[config.mk]
export PLATFORM = sky130hd
export DESIGN_NAME = uart_modem_handshake
export DESIGN_NICKNAME = d
export VERILOG_FILES = /design/src/design/uart_modem_pkg.sv /design/src/design/line_sync.sv /design/src/design/uart_modem_handshake.sv
export VERILOG_INCLUDE_DIRS = /design/src /design/src/design
export SDC_FILE = /design/constraint.sdc
export NUM_CORES = 1
export LEC_CHECK = 0
export BUFFER_PORTS_ARGS = -buffer_cell sky130_fd_sc_hd__buf_2
export CAP_MARGIN = 20
export CORE_MARGIN = 2
export CORE_UTILIZATION = 54
export DETAILED_ROUTE_END_ITERATION = 7
export GPL_ROUTABILITY_DRIVEN = 0
export HOLD_SLACK_MARGIN = 0.15
export PLACE_DENSITY = 0.95
export SYNTH_ARGS = -nofsm -noshare
export SYNTH_HDL_FRONTEND = slang
export SYNTH_HIERARCHICAL = 1
export SYNTH_SLANG_ARGS = --single-unit
[constraint.sdc]
create_clock -name clk -period 5.24 [get_ports clk]
set_input_delay 1.31 -clock clk [delete_from_list [all_inputs] [get_ports clk]]
set_output_delay 1.31 -clock clk [all_outputs]
set_load 0.01 [all_outputs]
[src/design/uart_modem_defines.svh]
// Register offsets, field positions, reset values and widths of the modem handshake block.
`ifndef UART_MODEM_DEFINES_SVH
`define UART_MODEM_DEFINES_SVH

`define MODEM_CTRL_OFFSET   8'h00
`define INT_ENABLE_OFFSET   8'h04
`define MODEM_STATUS_OFFSET 8'h08
`define EVENT_STATUS_OFFSET 8'h0c
`define EVENT_MASK_OFFSET   8'h10

`define MCR_DTR_BIT         0
`define MCR_RTS_BIT         1
`define MCR_LOOP_BIT        4
`define IER_MODEM_BIT       3

`define MSR_CTS_DELTA_BIT   0
`define MSR_DSR_DELTA_BIT   1
`define MSR_RI_DELTA_BIT    2
`define MSR_DCD_DELTA_BIT   3
`define MSR_LEVEL_LSB       4

`define MODEM_CTRL_RESET    8'h00
`define INT_ENABLE_RESET    8'h00
`define EVENT_MASK_RESET    4'hf
`define LINE_IDLE_LEVEL     1'b1
`define LINE_COUNT          4

`endif

[src/design/uart_modem_pkg.sv]
// Types shared by the modem handshake block.
package uart_modem_pkg;

  typedef struct packed {
    logic loopMode;
    logic requestSend;
    logic terminalReady;
  } modem_ctrl_s;

  typedef struct packed {
    logic [7:0]  addr;
    logic        write;
    logic [31:0] wdata;
  } apb_req_s;

  typedef enum logic [1:0] {
    APB_IDLE   = 2'b00,
    APB_ACCESS = 2'b01
  } apb_state_e;

endpackage : uart_modem_pkg

[src/design/line_sync.sv]
// Two-flop synchroniser with rise and change detection for one handshake input.
`timescale 1ns/1ns
`include "uart_modem_defines.svh"

module line_sync (
  // Clock and reset.
  input  wire logic clk,
  input  wire logic rst,
  // Raw pin and synchronised results.
  input  wire logic pinIn,
  output logic      level,
  output logic      rise,
  output logic      change
);

  logic [2:0] stage_reg;
  logic [2:0] stage_next;

  always_comb begin
    stage_next = {stage_reg[1:0], pinIn};
  end

  always_ff @(posedge clk or posedge rst) begin
    if (rst) begin
      stage_reg <= {3{`LINE_IDLE_LEVEL}};
    end else begin
      stage_reg <= stage_next;
    end
  end

  // Only the second and third stages feed logic; the first is metastability guard.
  assign level  = stage_reg[1];
  assign rise   = stage_reg[1] & ~stage_reg[2];
  assign change = stage_reg[1] ^ stage_reg[2];

endmodule : line_sync

[src/design/uart_modem_handshake.sv]
// Modem handshake logic of a serial port with APB register access.
// Overview of operation
// - Status bit 5 shows inverted data-set-ready.
// - Status bit 1 flags data-set-ready rising.
// - Interrupt enable bit 3 raises change interrupt.
// - Status bit 4 shows inverted clear-to-send.
// - Status bit 0 flags clear-to-send rising.
// - Clear-to-send never gates transmission.
// - Control bit 1 drives request-to-send.
// - Reset leaves request-to-send high.
// - Loop mode holds request-to-send inactive.
// - Control bit 0 drives terminal-ready.
// - Reset leaves terminal-ready high.
// - Loop mode holds terminal-ready inactive.
// - Ring-indicate level bit 6, flag bit 2.
// - Carrier-detect level bit 7, flag bit 3.
`timescale 1ns/1ns
`include "uart_modem_defines.svh"

module uart_modem_handshake (
  // Clock and reset.
  input  wire logic        clk,
  input  wire logic        rst,
  // APB slave.
  input  wire logic        psel,
  input  wire logic        penable,
  input  wire logic        pwrite,
  input  wire logic [7:0]  paddr,
  input  wire logic [31:0] pwdata,
  output logic [31:0]      prdata,
  output logic             pready,
  output logic             pslverr,
  // Modem handshake pins.
  input  wire logic        clear_to_send_n,
  input  wire logic        data_set_ready_n,
  input  wire logic        ring_indicate_n,
  input  wire logic        carrier_detect_n,
  output logic             request_to_send_n,
  output logic             terminal_ready_n,
  // Interrupt.
  output logic             irq
);

  localparam int N = `LINE_COUNT;

  // Synchronised lines, index order matches status flag order.
  logic [N-1:0] pins;
  logic [N-1:0] lineLevel;
  logic [N-1:0] lineRise;
  logic [N-1:0] lineChange;

  assign pins = {carrier_detect_n, ring_indicate_n, data_set_ready_n, clear_to_send_n};

  genvar gi;
  generate
    for (gi = 0; gi < N; gi++) begin : g_line
      line_sync u_sync (
        .clk    (clk),
        .rst    (rst),
        .pinIn  (pins[gi]),
        .level  (lineLevel[gi]),
        .rise   (lineRise[gi]),
        .change (lineChange[gi])
      );
    end
  endgenerate

  function automatic logic isOffset(input logic [7:0] a, input logic [7:0] off);
    isOffset = (a == off);
  endfunction : isOffset

  function automatic logic mapped(input logic [7:0] a);
    mapped = isOffset(a, `MODEM_CTRL_OFFSET) | isOffset(a, `INT_ENABLE_OFFSET) |
             isOffset(a, `MODEM_STATUS_OFFSET) | isOffset(a, `EVENT_STATUS_OFFSET) |
             isOffset(a, `EVENT_MASK_OFFSET);
  endfunction : mapped

  // Drops only the flags that the answered read showed; an edge in the same cycle still sets its flag.
  function automatic logic [N-1:0] clearReported(input logic [N-1:0] flags, input logic [N-1:0] shown,
                                                 input logic hit, input logic [N-1:0] fresh);
    clearReported = (hit ? (flags & ~shown) : flags) | fresh;
  endfunction : clearReported

  // Read data of one register, zero above its used bits.
  function automatic logic [31:0] readValue(input logic [7:0] a, input logic [7:0] ctrl,
                                            input logic [7:0] inten, input logic [7:0] status,
                                            input logic [N-1:0] events, input logic [N-1:0] mask);
    logic [31:0] value;
    value = 32'h0000_0000;
    case (a)
      `MODEM_CTRL_OFFSET:   value = {24'h00_0000, ctrl};
      `INT_ENABLE_OFFSET:   value = {24'h00_0000, inten};
      `MODEM_STATUS_OFFSET: value = {24'h00_0000, status};
      `EVENT_STATUS_OFFSET: value = {28'h000_0000, events};
      `EVENT_MASK_OFFSET:   value = {28'h000_0000, mask};
      default:              value = 32'h0000_0000;
    endcase
    readValue = value;
  endfunction : readValue

  uart_modem_pkg::apb_req_s   req;
  uart_modem_pkg::apb_state_e state_reg;
  uart_modem_pkg::apb_state_e state_next;
  uart_modem_pkg::modem_ctrl_s ctrlView;

  logic [7:0]   modemCtrl_reg;
  logic [7:0]   modemCtrl_next;
  logic [7:0]   intEnable_reg;
  logic [7:0]   intEnable_next;
  logic [N-1:0] delta_reg;
  logic [N-1:0] delta_next;
  logic [N-1:0] event_reg;
  logic [N-1:0] event_next;
  logic [N-1:0] mask_reg;
  logic [N-1:0] mask_next;
  logic [31:0]  prdata_reg;
  logic [31:0]  prdata_next;
  logic         pready_reg;
  logic         pready_next;
  logic         pslverr_reg;
  logic         pslverr_next;
  logic         rts_reg;
  logic         rts_next;
  logic         dtr_reg;
  logic         dtr_next;
  logic         irq_reg;
  logic         irq_next;
  logic [7:0]   statusView;
  logic         done;
  logic         writeDone;
  logic         readDone;
  logic         ctrlWrite;
  logic         intEnWrite;
  logic         maskWrite;
  logic         statusRead;
  logic         eventRead;
  logic [N-1:0] shownFlags;

  assign req      = '{addr: paddr, write: pwrite, wdata: pwdata};
  assign done     = psel & penable & pready_reg;
  assign ctrlView = '{loopMode:      modemCtrl_reg[`MCR_LOOP_BIT],
                      requestSend:   modemCtrl_reg[`MCR_RTS_BIT],
                      terminalReady: modemCtrl_reg[`MCR_DTR_BIT]};

  // Access strobes, valid in the cycle that ends the access.
  assign writeDone  = done & req.write;
  assign readDone   = done & ~req.write;
  assign ctrlWrite  = writeDone & isOffset(req.addr, `MODEM_CTRL_OFFSET);
  assign intEnWrite = writeDone & isOffset(req.addr, `INT_ENABLE_OFFSET);
  assign maskWrite  = writeDone & isOffset(req.addr, `EVENT_MASK_OFFSET);
  assign statusRead = readDone & isOffset(req.addr, `MODEM_STATUS_OFFSET);
  assign eventRead  = readDone & isOffset(req.addr, `EVENT_STATUS_OFFSET);
  assign shownFlags = prdata_reg[N-1:0];

  // Upper nibble shows inverted levels, lower nibble the rise flags.
  assign statusView = {~lineLevel, delta_reg};

  // Bus answer: read data is captured at the setup edge and stands through the access cycle.
  always_comb begin
    state_next   = state_reg;
    prdata_next  = prdata_reg;
    pready_next  = 1'b0;
    pslverr_next = 1'b0;
    case (state_reg)
      uart_modem_pkg::APB_IDLE: begin
        if (psel && !penable) begin
          state_next   = uart_modem_pkg::APB_ACCESS;
          pready_next  = 1'b1;
          pslverr_next = ~mapped(req.addr);
          prdata_next  = 32'h0000_0000;
          if (!req.write) begin
            prdata_next = readValue(req.addr, modemCtrl_reg, intEnable_reg, statusView, event_reg, mask_reg);
          end
        end
      end
      uart_modem_pkg::APB_ACCESS: begin
        state_next = uart_modem_pkg::APB_IDLE;
      end
      default: begin
        state_next = uart_modem_pkg::APB_IDLE;
      end
    endcase
  end

  always_ff @(posedge clk or posedge rst) begin
    if (rst) begin
      state_reg   <= uart_modem_pkg::APB_IDLE;
      prdata_reg  <= 32'h0000_0000;
      pready_reg  <= 1'b0;
      pslverr_reg <= 1'b0;
    end else begin
      state_reg   <= state_next;
      prdata_reg  <= prdata_next;
      pready_reg  <= pready_next;
      pslverr_reg <= pslverr_next;
    end
  end

  // Modem control register.
  always_comb begin
    modemCtrl_next = modemCtrl_reg;
    if (ctrlWrite) begin
      modemCtrl_next = req.wdata[7:0];
    end
  end

  always_ff @(posedge clk or posedge rst) begin
    if (rst) begin
      modemCtrl_reg <= `MODEM_CTRL_RESET;
    end else begin
      modemCtrl_reg <= modemCtrl_next;
    end
  end

  // Interrupt enable register.
  always_comb begin
    intEnable_next = intEnable_reg;
    if (intEnWrite) begin
      intEnable_next = req.wdata[7:0];
    end
  end

  always_ff @(posedge clk or posedge rst) begin
    if (rst) begin
      intEnable_reg <= `INT_ENABLE_RESET;
    end else begin
      intEnable_reg <= intEnable_next;
    end
  end

  // Event mask register.
  always_comb begin
    mask_next = mask_reg;
    if (maskWrite) begin
      mask_next = req.wdata[N-1:0];
    end
  end

  always_ff @(posedge clk or posedge rst) begin
    if (rst) begin
      mask_reg <= `EVENT_MASK_RESET;
    end else begin
      mask_reg <= mask_next;
    end
  end

  // Rise flags of the modem status register; new edges win over a clearing read.
  always_comb begin
    delta_next = clearReported(delta_reg, shownFlags, statusRead, lineRise);
  end

  always_ff @(posedge clk or posedge rst) begin
    if (rst) begin
      delta_reg <= '0;
    end else begin
      delta_reg <= delta_next;
    end
  end

  // Change flags of the event status register.
  always_comb begin
    event_next = clearReported(event_reg, shownFlags, eventRead, lineChange);
  end

  always_ff @(posedge clk or posedge rst) begin
    if (rst) begin
      event_reg <= '0;
    end else begin
      event_reg <= event_next;
    end
  end

  // Handshake outputs; clear-to-send only reaches status and gates nothing here.
  always_comb begin
    rts_next = ~(ctrlView.requestSend & ~ctrlView.loopMode);
    dtr_next = ~(ctrlView.terminalReady & ~ctrlView.loopMode);
  end

  always_ff @(posedge clk or posedge rst) begin
    if (rst) begin
      rts_reg <= 1'b1;
      dtr_reg <= 1'b1;
    end else begin
      rts_reg <= rts_next;
      dtr_reg <= dtr_next;
    end
  end

  // Level interrupt.
  always_comb begin
    irq_next = intEnable_reg[`IER_MODEM_BIT] & (|(event_reg & mask_reg));
  end

  always_ff @(posedge clk or posedge rst) begin
    if (rst) begin
      irq_reg <= 1'b0;
    end else begin
      irq_reg <= irq_next;
    end
  end

  assign prdata            = prdata_reg;
  assign pready            = pready_reg;
  assign pslverr           = pslverr_reg;
  assign request_to_send_n = rts_reg;
  assign terminal_ready_n  = dtr_reg;
  assign irq               = irq_reg;

endmodule : uart_modem_handshake

# ---- After elaboration in Yosys (flattened, before gate mapping)
# Cells that the tools add are included.
dict set report classes {
  add_sub_neg 0
  multipliers 0
  n_div 0
  n_lt_le_gt_ge 0
  eq_ne 5
  n_shift 0
  n_mux 10
  n_bitwise 40
  reduce_logical 6
}
# operator n
set op_table {}
lappend op_table {{$pmux W8 S5} 1}
lappend op_table {{$and A1 B1 Y1} 16}
lappend op_table {{$eq A8 B4 Y1 const B} 2}
lappend op_table {{$and A4 B4 Y4} 3}
lappend op_table {{$not A1 Y1} 9}
lappend op_table {{$eq A8 B3 Y1 const B} 1}
lappend op_table {{$eq A8 B5 Y1 const B} 1}
lappend op_table {{$logic_not A8 Y1} 1}
lappend op_table {{$mux W4} 2}
lappend op_table {{$mux W8} 1}
lappend op_table {{$not A4 Y4} 2}
lappend op_table {{$or A4 B4 Y4} 2}
lappend op_table {{$mux W1} 4}
lappend op_table {{$mux W2} 2}
lappend op_table {{$or A1 B1 Y1} 4}
lappend op_table {{$reduce_or A4 Y1} 1}
lappend op_table {{$xor A1 B1 Y1} 4}
lappend op_table {{$logic_not A2 Y1} 1}
lappend op_table {{$ne A2 B2 Y1 const B} 1}
lappend op_table {{$reduce_and A2 Y1} 1}
lappend op_table {{$logic_and A1 B1 Y1} 1}
lappend op_table {{$logic_not A1 Y1} 1}
dict set report totals {
  regBits 79
  latch_bits 0
  mem_bits_rw 0
  rom_bits 0
  inputBits 49
  out_inout_bits 37
  word_cells 77
  memories 0
}

# ---- Depth between registers and ports, before layout
# Gate-level depths: netlist (run 1).
dict set report logic_depth {
  depth_word 8
  depth_mapped 6
  mapped_depth_nobuf 4
}

# ---- Cells and area by module
# The synthesis (run 1) kept the hierarchy.
# mod n_inst cells_per_inst area_per_inst_um2 seq_area_each_um2
set by_module_without_submodules {}
lappend by_module_without_submodules {uart_modem_handshake 1 184 2112.0 1058.5}
lappend by_module_without_submodules {line_sync 4 7 102.6 78.8}

# ---- Worst setup path after synthesis (run 1)
# No wires, ideal clock.
dict set report synth_timing {
  path_type {input port to flip-flop}
  startpoint {in paddr[7]}
  endpoint {reg intEnable_reg[0]}
  setup_time_ns 0.125
  t_arrival_ns 2.781
  required_ns 5.115
  path_slack_ns 2.334
  cell_stages 6
  n_path_buf 2
  path_cell_list {or4_1 buf_2 nor3_4 and4_1 buf_4 mux2_2}
}
dict set report synth_between {
  elab_chain_cells 2
}
# element line_no
set synth_rtl {}
lappend synth_rtl {{from (decl)} uart_modem_handshake.sv:28} ;# input wire logic [7:0] paddr,
lappend synth_rtl {{$eq A8 B3 Y1} uart_modem_handshake.sv:69} ;# isOffset = (a == off);
lappend synth_rtl {{$and A1 B1 Y1} uart_modem_handshake.sv:149} ;# assign intEnWrite = writeDone & isOffset(req.addr, `INT_ENABLE_OFFSET);
lappend synth_rtl {{to (signal assigned)} uart_modem_handshake.sv:225} ;# intEnable_reg <= `INT_ENABLE_RESET;
lappend synth_rtl {{to (signal assigned)} uart_modem_handshake.sv:227} ;# intEnable_reg <= intEnable_next;
lappend synth_rtl {{to (decl)} uart_modem_handshake.sv:108} ;# logic [7:0] intEnable_reg;
# Every way passes these cells.
# A chain may end at the register's enable or synchronous reset.

# ---- Worst setup path in the final report (run 1)
dict set report layout_timing {
  startpoint {in paddr[7]}
  endpoint {reg intEnable_reg[7]}
}
# The elaborated chain is that of the path after synthesis.

==> flow_summary.ini, run 1 <==
[cts]
cts.repair.resized = 0
worstSkewPairLatency_ps = 310
cts-htree-levels = 2
cts_buffer_depth = 2
root_buffer = clkbuf_8
post-cts-setup-buffers = 0
tritoncts = built
number_of_buffers_created_by_cts = 5
cts_num_sinks = 54
holdBufCountCts = 0
cts.reportedPaths.clkPinSlew_ps = 90

[synthesis]
synth.cell_area_um2 = 2520
ys_types = 32
synthesized_area_fraction_occupied_by_ao_oa_aoi_and_oai_cells_pct = 9.42
ys_dominant_reg_cell = dfrtp_1
average_instance_area_after_synthesis_um2 = 11.9
yosys.area_share.xor_xnor_pct = 0
muxShareOfSynthArea_pct = 12.1
post_synth_fa_ha_maj_area_fraction_pct = 1.98
synth_edf_count = 0
synth.ff_latch_count = 54
yosys.area_share.simple_pct = 11.1
seq_area_frac_synth_pct = 54.5
combinational_family_with_the_most_area_after_synthesis = multiplexers
postSynth.asyncResetShare_pct = 100
synthesis.yosys.warnings = 6
postSynthCellCount = 212

[final_layout]
fillCellCount = 354
mostFrequentLayoutCell = buf_2
final_cell_count_no_fill = 301
synthToLayoutAreaGrowth_pct = 8.43
final_design_area_no_fill_um2 = 2740
net_total_in_the_final_layout = 301
commonest_non_fill_non_tap_cells_in_the_layout = 37 x buf_2, 36 x dfrtp_1, 24 x conb_1
multi_input_area_um2 = 963
largest_register_ff_count = 12
drive_above_1_share_pct = 34.5
diodes = 0
area.sequential_um2 = 1370

[placement]
dpl_cell_area_um2 = 2650
io_buffer_count = 37
placed_cells = 293
dp_hpwl_mm = 3.33

[timing]
finalWorstPathRequiredPeriod_ps = 2950
slew_violations = 0
grt_setup_unrepaired = false
finalSetupTns_ps = 0
timing.max_slew.rel_slack_pct = 48.4
worstMarginPinSlew_ps = 763
finalCritPeriodShare_pct = 56.2
finalHoldViolCount = 0
achievable-frequency_mhz = 339
skew_ps = 3.55
setup_viol = 0

[route]
route.detailed.wl_per_inst_um = 15.0
vias = 1637
drt_first_pass_iters = 4
routed_via_count_divided_by_cell_count = 5.44
remaining_drc_errors = 0
detail-route-antenna-nets = 0
first_iter_violations = 98
wl_mm = 4.53

[worst_setup_path]
cp_slowest_cell = or4_1
required_time_worst_endpoint_ps = 5440
kind_of_launch_point_of_the_worst_setup_path = input pin
crit_path_cell_trace = buf_2, or4_1, nor3_4, and4_1, mux2_2
crit_arrival_ps = 3150
critical_path_buf_inv_count = 1
critical_path.endpoint_type = flop
crit_type = input pin to flop
cp_slowest_stage_delay_ps = 680
timing.critical_path.max_delay_family = simple AND/OR/NAND/NOR gates
critical_path.max_fanout = 8

[die]
die_height_um = 72.3
initial_util_pct = 57.1
fp.dieW_um = 72.3
placement_rows = 24
top_level_ports = 86
fp.dieArea_um2 = 5230
core_region_area_um2 = 4410

[pwr]
vdd_drop_max_mv = 0.207
power_density_nw_per_um2 = 260
totalPowerFinal_uw = 710
cellLeakagePower_uw = 0.00132

[job]
max_cap_viol_count = 0

[global_route]
grt-ovfl-total = 0
wire_length_of_the_first_global_routing_pass_mm = 7.58
maximum_number_of_pins_on_one_net_before_global_route_repair = 43
antenna_violations_before_repair = 0
grt_pass1_vias = 1584
grtUsageTotal_pct = 19.1

[outcome]
run_status = completed

[hold_path]
worstHoldPathType = flop to flop
==> final timing paths <==
path,startpoint,end,slack [ps],cells after the start
worst max register to register,state_reg[0],prdata[1],3140,4
worst min register to register,g_line[1].u_sync/stage_reg[0],g_line[1].u_sync/stage_reg[1],360,0
worst min-delay path,g_line[1].u_sync/stage_reg[0],g_line[1].u_sync/stage_reg[1],360,0
worst max-delay path,paddr[7],intEnable_reg[7],2290,5
max in group asynchronous,rst,mask_reg[3],3710,3
min in group asynchronous,rst,g_line[2].u_sync/stage_reg[1],1070,2
==> metrics by stage <==
| stage | hold slack (ps) | util [%] | setup WS [ps] |
|---|---|---|---|
| 2_1_floorplan | 345 | - | 2330 |
| 3_3_place_gp | 345 | 60.1 | 1990 |
| 3_5_place_dp | 347 | 60.1 | 1970 |
| 4_1_cts | 360 | 62.0 | 2310 |
| 5_1_grt | 366 | 62.0 | 2240 |
| 6_report | 359 | 62.0 | 2290 |
==> Yosys cell counts (2+ instances only) <==
library cell | n | share of area (%)
clkbuf_1 | 5 | 0.74
nand4_1 | 5 | 1.2
o21ai_0 | 9 | 1.8
dfstp_2 | 18 | 19
nor2b_1 | 2 | 0.50
nand2_1 | 6 | 0.89
nand2b_1 | 11 | 2.7
mux2i_1 | 8 | 3.2
buf_4 | 25 | 7.4
nor2_1 | 4 | 0.60
a21o_1 | 8 | 2.4
o2bb2ai_1 | 4 | 1.4
dfrtp_1 | 36 | 36
nand4b_1 | 4 | 1.4
a21oi_1 | 9 | 1.8
ha_1 | 4 | 2.0
mux2_2 | 20 | 8.9
inv_1 | 15 | 2.2
a22oi_1 | 6 | 1.8
==> where the power goes <==
group / switching (uW) / internal (uW)
registers: 3.42 / 427
logic: 37.1 / 16.3
clock network: 131 / 94.8
==> logic make-up (layout without fill, tap and decap cells) <==
kind of cell	Yosys count	count (layout)
AO/OA/AOI/OAI	37	37
buffers and inverters	47	61
multiplexers	28	28
adder cells (fa/ha/maj)	4	4
other	1	24
AND/OR/NAND/NOR	41	41
flip-flops	54	54
==> worst reg2reg max path: stages, from the launching register on <==
cell and delay [ps]:
dfrtp_1 370, or3b_2 600, nor4b_1 730, a22oi_1 190, o21ai_0 140
==> routing by layer <==
metal	global-route usage, %	vias to the layer above	part of all wire, %
met2	30.2	69	48
li1	-	756	-
met5	0	-	0
met3	5.42	5	7.8
met4	7.76	0	1.7
met1	25.0	807	42
==> cell type report <==
| type | count | share of cell area (%) |
|---|---|---|
| Sequential cell | 54 | 50.2 |
| Multi-Input combinational cell | 134 | 35.2 |
| Timing Repair Buffer | 38 | 7.04 |
| Clock buffer | 7 | 2.79 |
| Tap cell | 52 | 2.38 |
| Inverter | 15 | 2.06 |
| Clock inverter | 1 | 0.274 |
No activity file was read; power rests on OpenSTA's default activity.
==> run 2, diff against run 1 <==
--- a/config.mk
+++ b/config.mk
@@ -9,11 +9,11 @@
 export BUFFER_PORTS_ARGS = -buffer_cell sky130_fd_sc_hd__buf_2
 export CAP_MARGIN = 20
 export CORE_MARGIN = 2
-export CORE_UTILIZATION = 54
+export CORE_UTILIZATION = 45
 export DETAILED_ROUTE_END_ITERATION = 7
 export GPL_ROUTABILITY_DRIVEN = 0
 export HOLD_SLACK_MARGIN = 0.15
-export PLACE_DENSITY = 0.95
+export PLACE_DENSITY = 0.86
 export SYNTH_ARGS = -nofsm -noshare
 export SYNTH_HDL_FRONTEND = slang
 export SYNTH_HIERARCHICAL = 1
==> constraint.sdc (replaced) <==
create_clock -name clk -period 2.55 [get_ports clk]
set_input_delay 0.6375 -clock clk [delete_from_list [all_inputs] [get_ports clk]]
set_output_delay 0.6375 -clock clk [all_outputs]
set_load 0.01 [all_outputs]
==> flow_summary.ini, run 2 (synthesized netlist as in run 1, its figures left out) <==
[cts]
root_buffer = clkbuf_8
cts-htree-levels = 2
cts_buffer_depth = 2
tritoncts = built
worstSkewPairLatency_ps = 310
number_of_buffers_created_by_cts = 5
cts.reportedPaths.clkPinSlew_ps = 80
cts.repair.resized = 0
cts_num_sinks = 54
post-cts-setup-buffers = 0
holdBufCountCts = 0

[timing]
achievable-frequency_mhz = 476
finalSetupTns_ps = 0
finalCritPeriodShare_pct = 82.3
holdWs_ps = 360
timing.max_slew.rel_slack_pct = 66.1
worstMarginPinSlew_ps = 509
setup_viol = 0
grt_setup_unrepaired = false
finalWorstPathRequiredPeriod_ps = 2100
slew_violations = 0
timing.final.ws_setup_ps = 451
skew_ps = 11.8
finalHoldViolCount = 0

[final_layout]
diodes = 0
mostFrequentLayoutCell = buf_2
fillCellCount = 497
commonest_non_fill_non_tap_cells_in_the_layout = 37 x buf_2, 36 x dfrtp_1, 24 x conb_1
synthToLayoutAreaGrowth_pct = 11.8
drive_above_1_share_pct = 37.0
largest_register_ff_count = 12
layout.core_utilization_pct = 51.5
net_total_in_the_final_layout = 309
final_cell_count_no_fill = 329

[placement]
io_buffer_count = 37
dp_hpwl_mm = 3.58
placement.setup.worst_slack_ps = 127
placed_cells = 321

[worst_setup_path]
kind_of_launch_point_of_the_worst_setup_path = input pin
critical_path.max_fanout = 5
crit_type = input pin to flop
crit_path_cell_trace = buf_2, or4_1, nor3_4, and4_1, buf_4, mux2_2
cp_slowest_stage_delay_ps = 610
critical_path.endpoint_type = flop
crit_arrival_ps = 2290
cp_slowest_cell = or4_1
required_time_worst_endpoint_ps = 2740

[route]
drt_first_pass_iters = 4
route.detailed.wl_per_inst_um = 14.1
first_iter_violations = 64
remaining_drc_errors = 0
wl_met3_um = 295
detail-route-antenna-nets = 0
wl_mm = 4.63
routed_via_count_divided_by_cell_count = 4.97
vias = 1635
met2_routed_wl_mm = 2.29
top_layer_used = met4
routed_length_on_met1_mm = 1.98

[die]
initial_util_pct = 46.1
core_region_area_um2 = 5470
fp.dieArea_um2 = 6220
placement_rows = 27
top_level_ports = 86
die_height_um = 78.9
fp.dieW_um = 78.9

[global_route]
antenna_violations_before_repair = 0
grt_pass1_vias = 1630
wire_length_of_the_first_global_routing_pass_mm = 7.80
grtUsageTotal_pct = 16.5
grt-ovfl-total = 0
maximum_number_of_pins_on_one_net_before_global_route_repair = 43

[outcome]
run_status = completed

[pwr]
power_density_nw_per_um2 = 515
vdd_drop_max_mv = 0.385
cellLeakagePower_uw = 0.00137

[job]
max_cap_viol_count = 0

[hold_path]
worstHoldPathType = flop to flop
==> run 2: changes by cell type in the layout (fill, tap and decap cells not counted) <==
cell and change:
clkinv_2 +2, buf_4 +8, clkbuf_1 -1, clkinvlp_4 -1
==> run 2: worst paths after layout <==
check	startpoint	end	slack [ps]	cells after the start
max	paddr[7]	intEnable_reg[3]	450	6
min	g_line[0].u_sync/stage_reg[0]	g_line[0].u_sync/stage_reg[1]	360	0
max reg2reg	pready	intEnable_reg[3]	880	4
min reg2reg	g_line[0].u_sync/stage_reg[0]	g_line[0].u_sync/stage_reg[1]	360	0
max in group asynchronous	rst	mask_reg[3]	1680	3
min in group asynchronous	rst	g_line[1].u_sync/stage_reg[0]	420	2
==> run 2: per-stage QoR <==
step | area (um2) | total power [uW]
floorplan | 2610 | 995
global placement | 2740 | 1010
detailed placement | 2740 | 1010
CTS | 2820 | 1470
global route | 2820 | 1520
finish | 2820 | 1450
==> run 2: final cells by class <==
cell class | count | area [um2] | area share [%]
Inverter | 15 | 56.3 | 2.00
Sequential cell | 54 | 1370 | 48.7
Clock buffer | 6 | 72.6 | 2.57
Tap cell | 72 | 90.1 | 3.20
Multi-Input combinational cell | 134 | 963 | 34.2
Clock inverter | 2 | 10.0 | 0.355
Timing Repair Buffer | 46 | 253 | 8.97
==> run 2: worst max-delay path: cells and delay by family <==
kind / cells / cell delay, ps
buf+inv: 2 / 270
mux: 1 / 330
simple gates: 3 / 1050
==> run 2: power breakdown <==
| group | total (uW) | switching (uW) | internal [uW] |
|---|---|---|---|
| logic | 112 | 75.7 | 36.0 |
| registers | 885 | 7.21 | 878 |
| clock network | 455 | 264 | 191 |
==> run 2: layer usage <==
metal  GRT usage, %  vias up
met1           21.0      797
met4           5.17        0
met5              0        -
li1               -      772
met2           27.3       61
met3           4.66        5
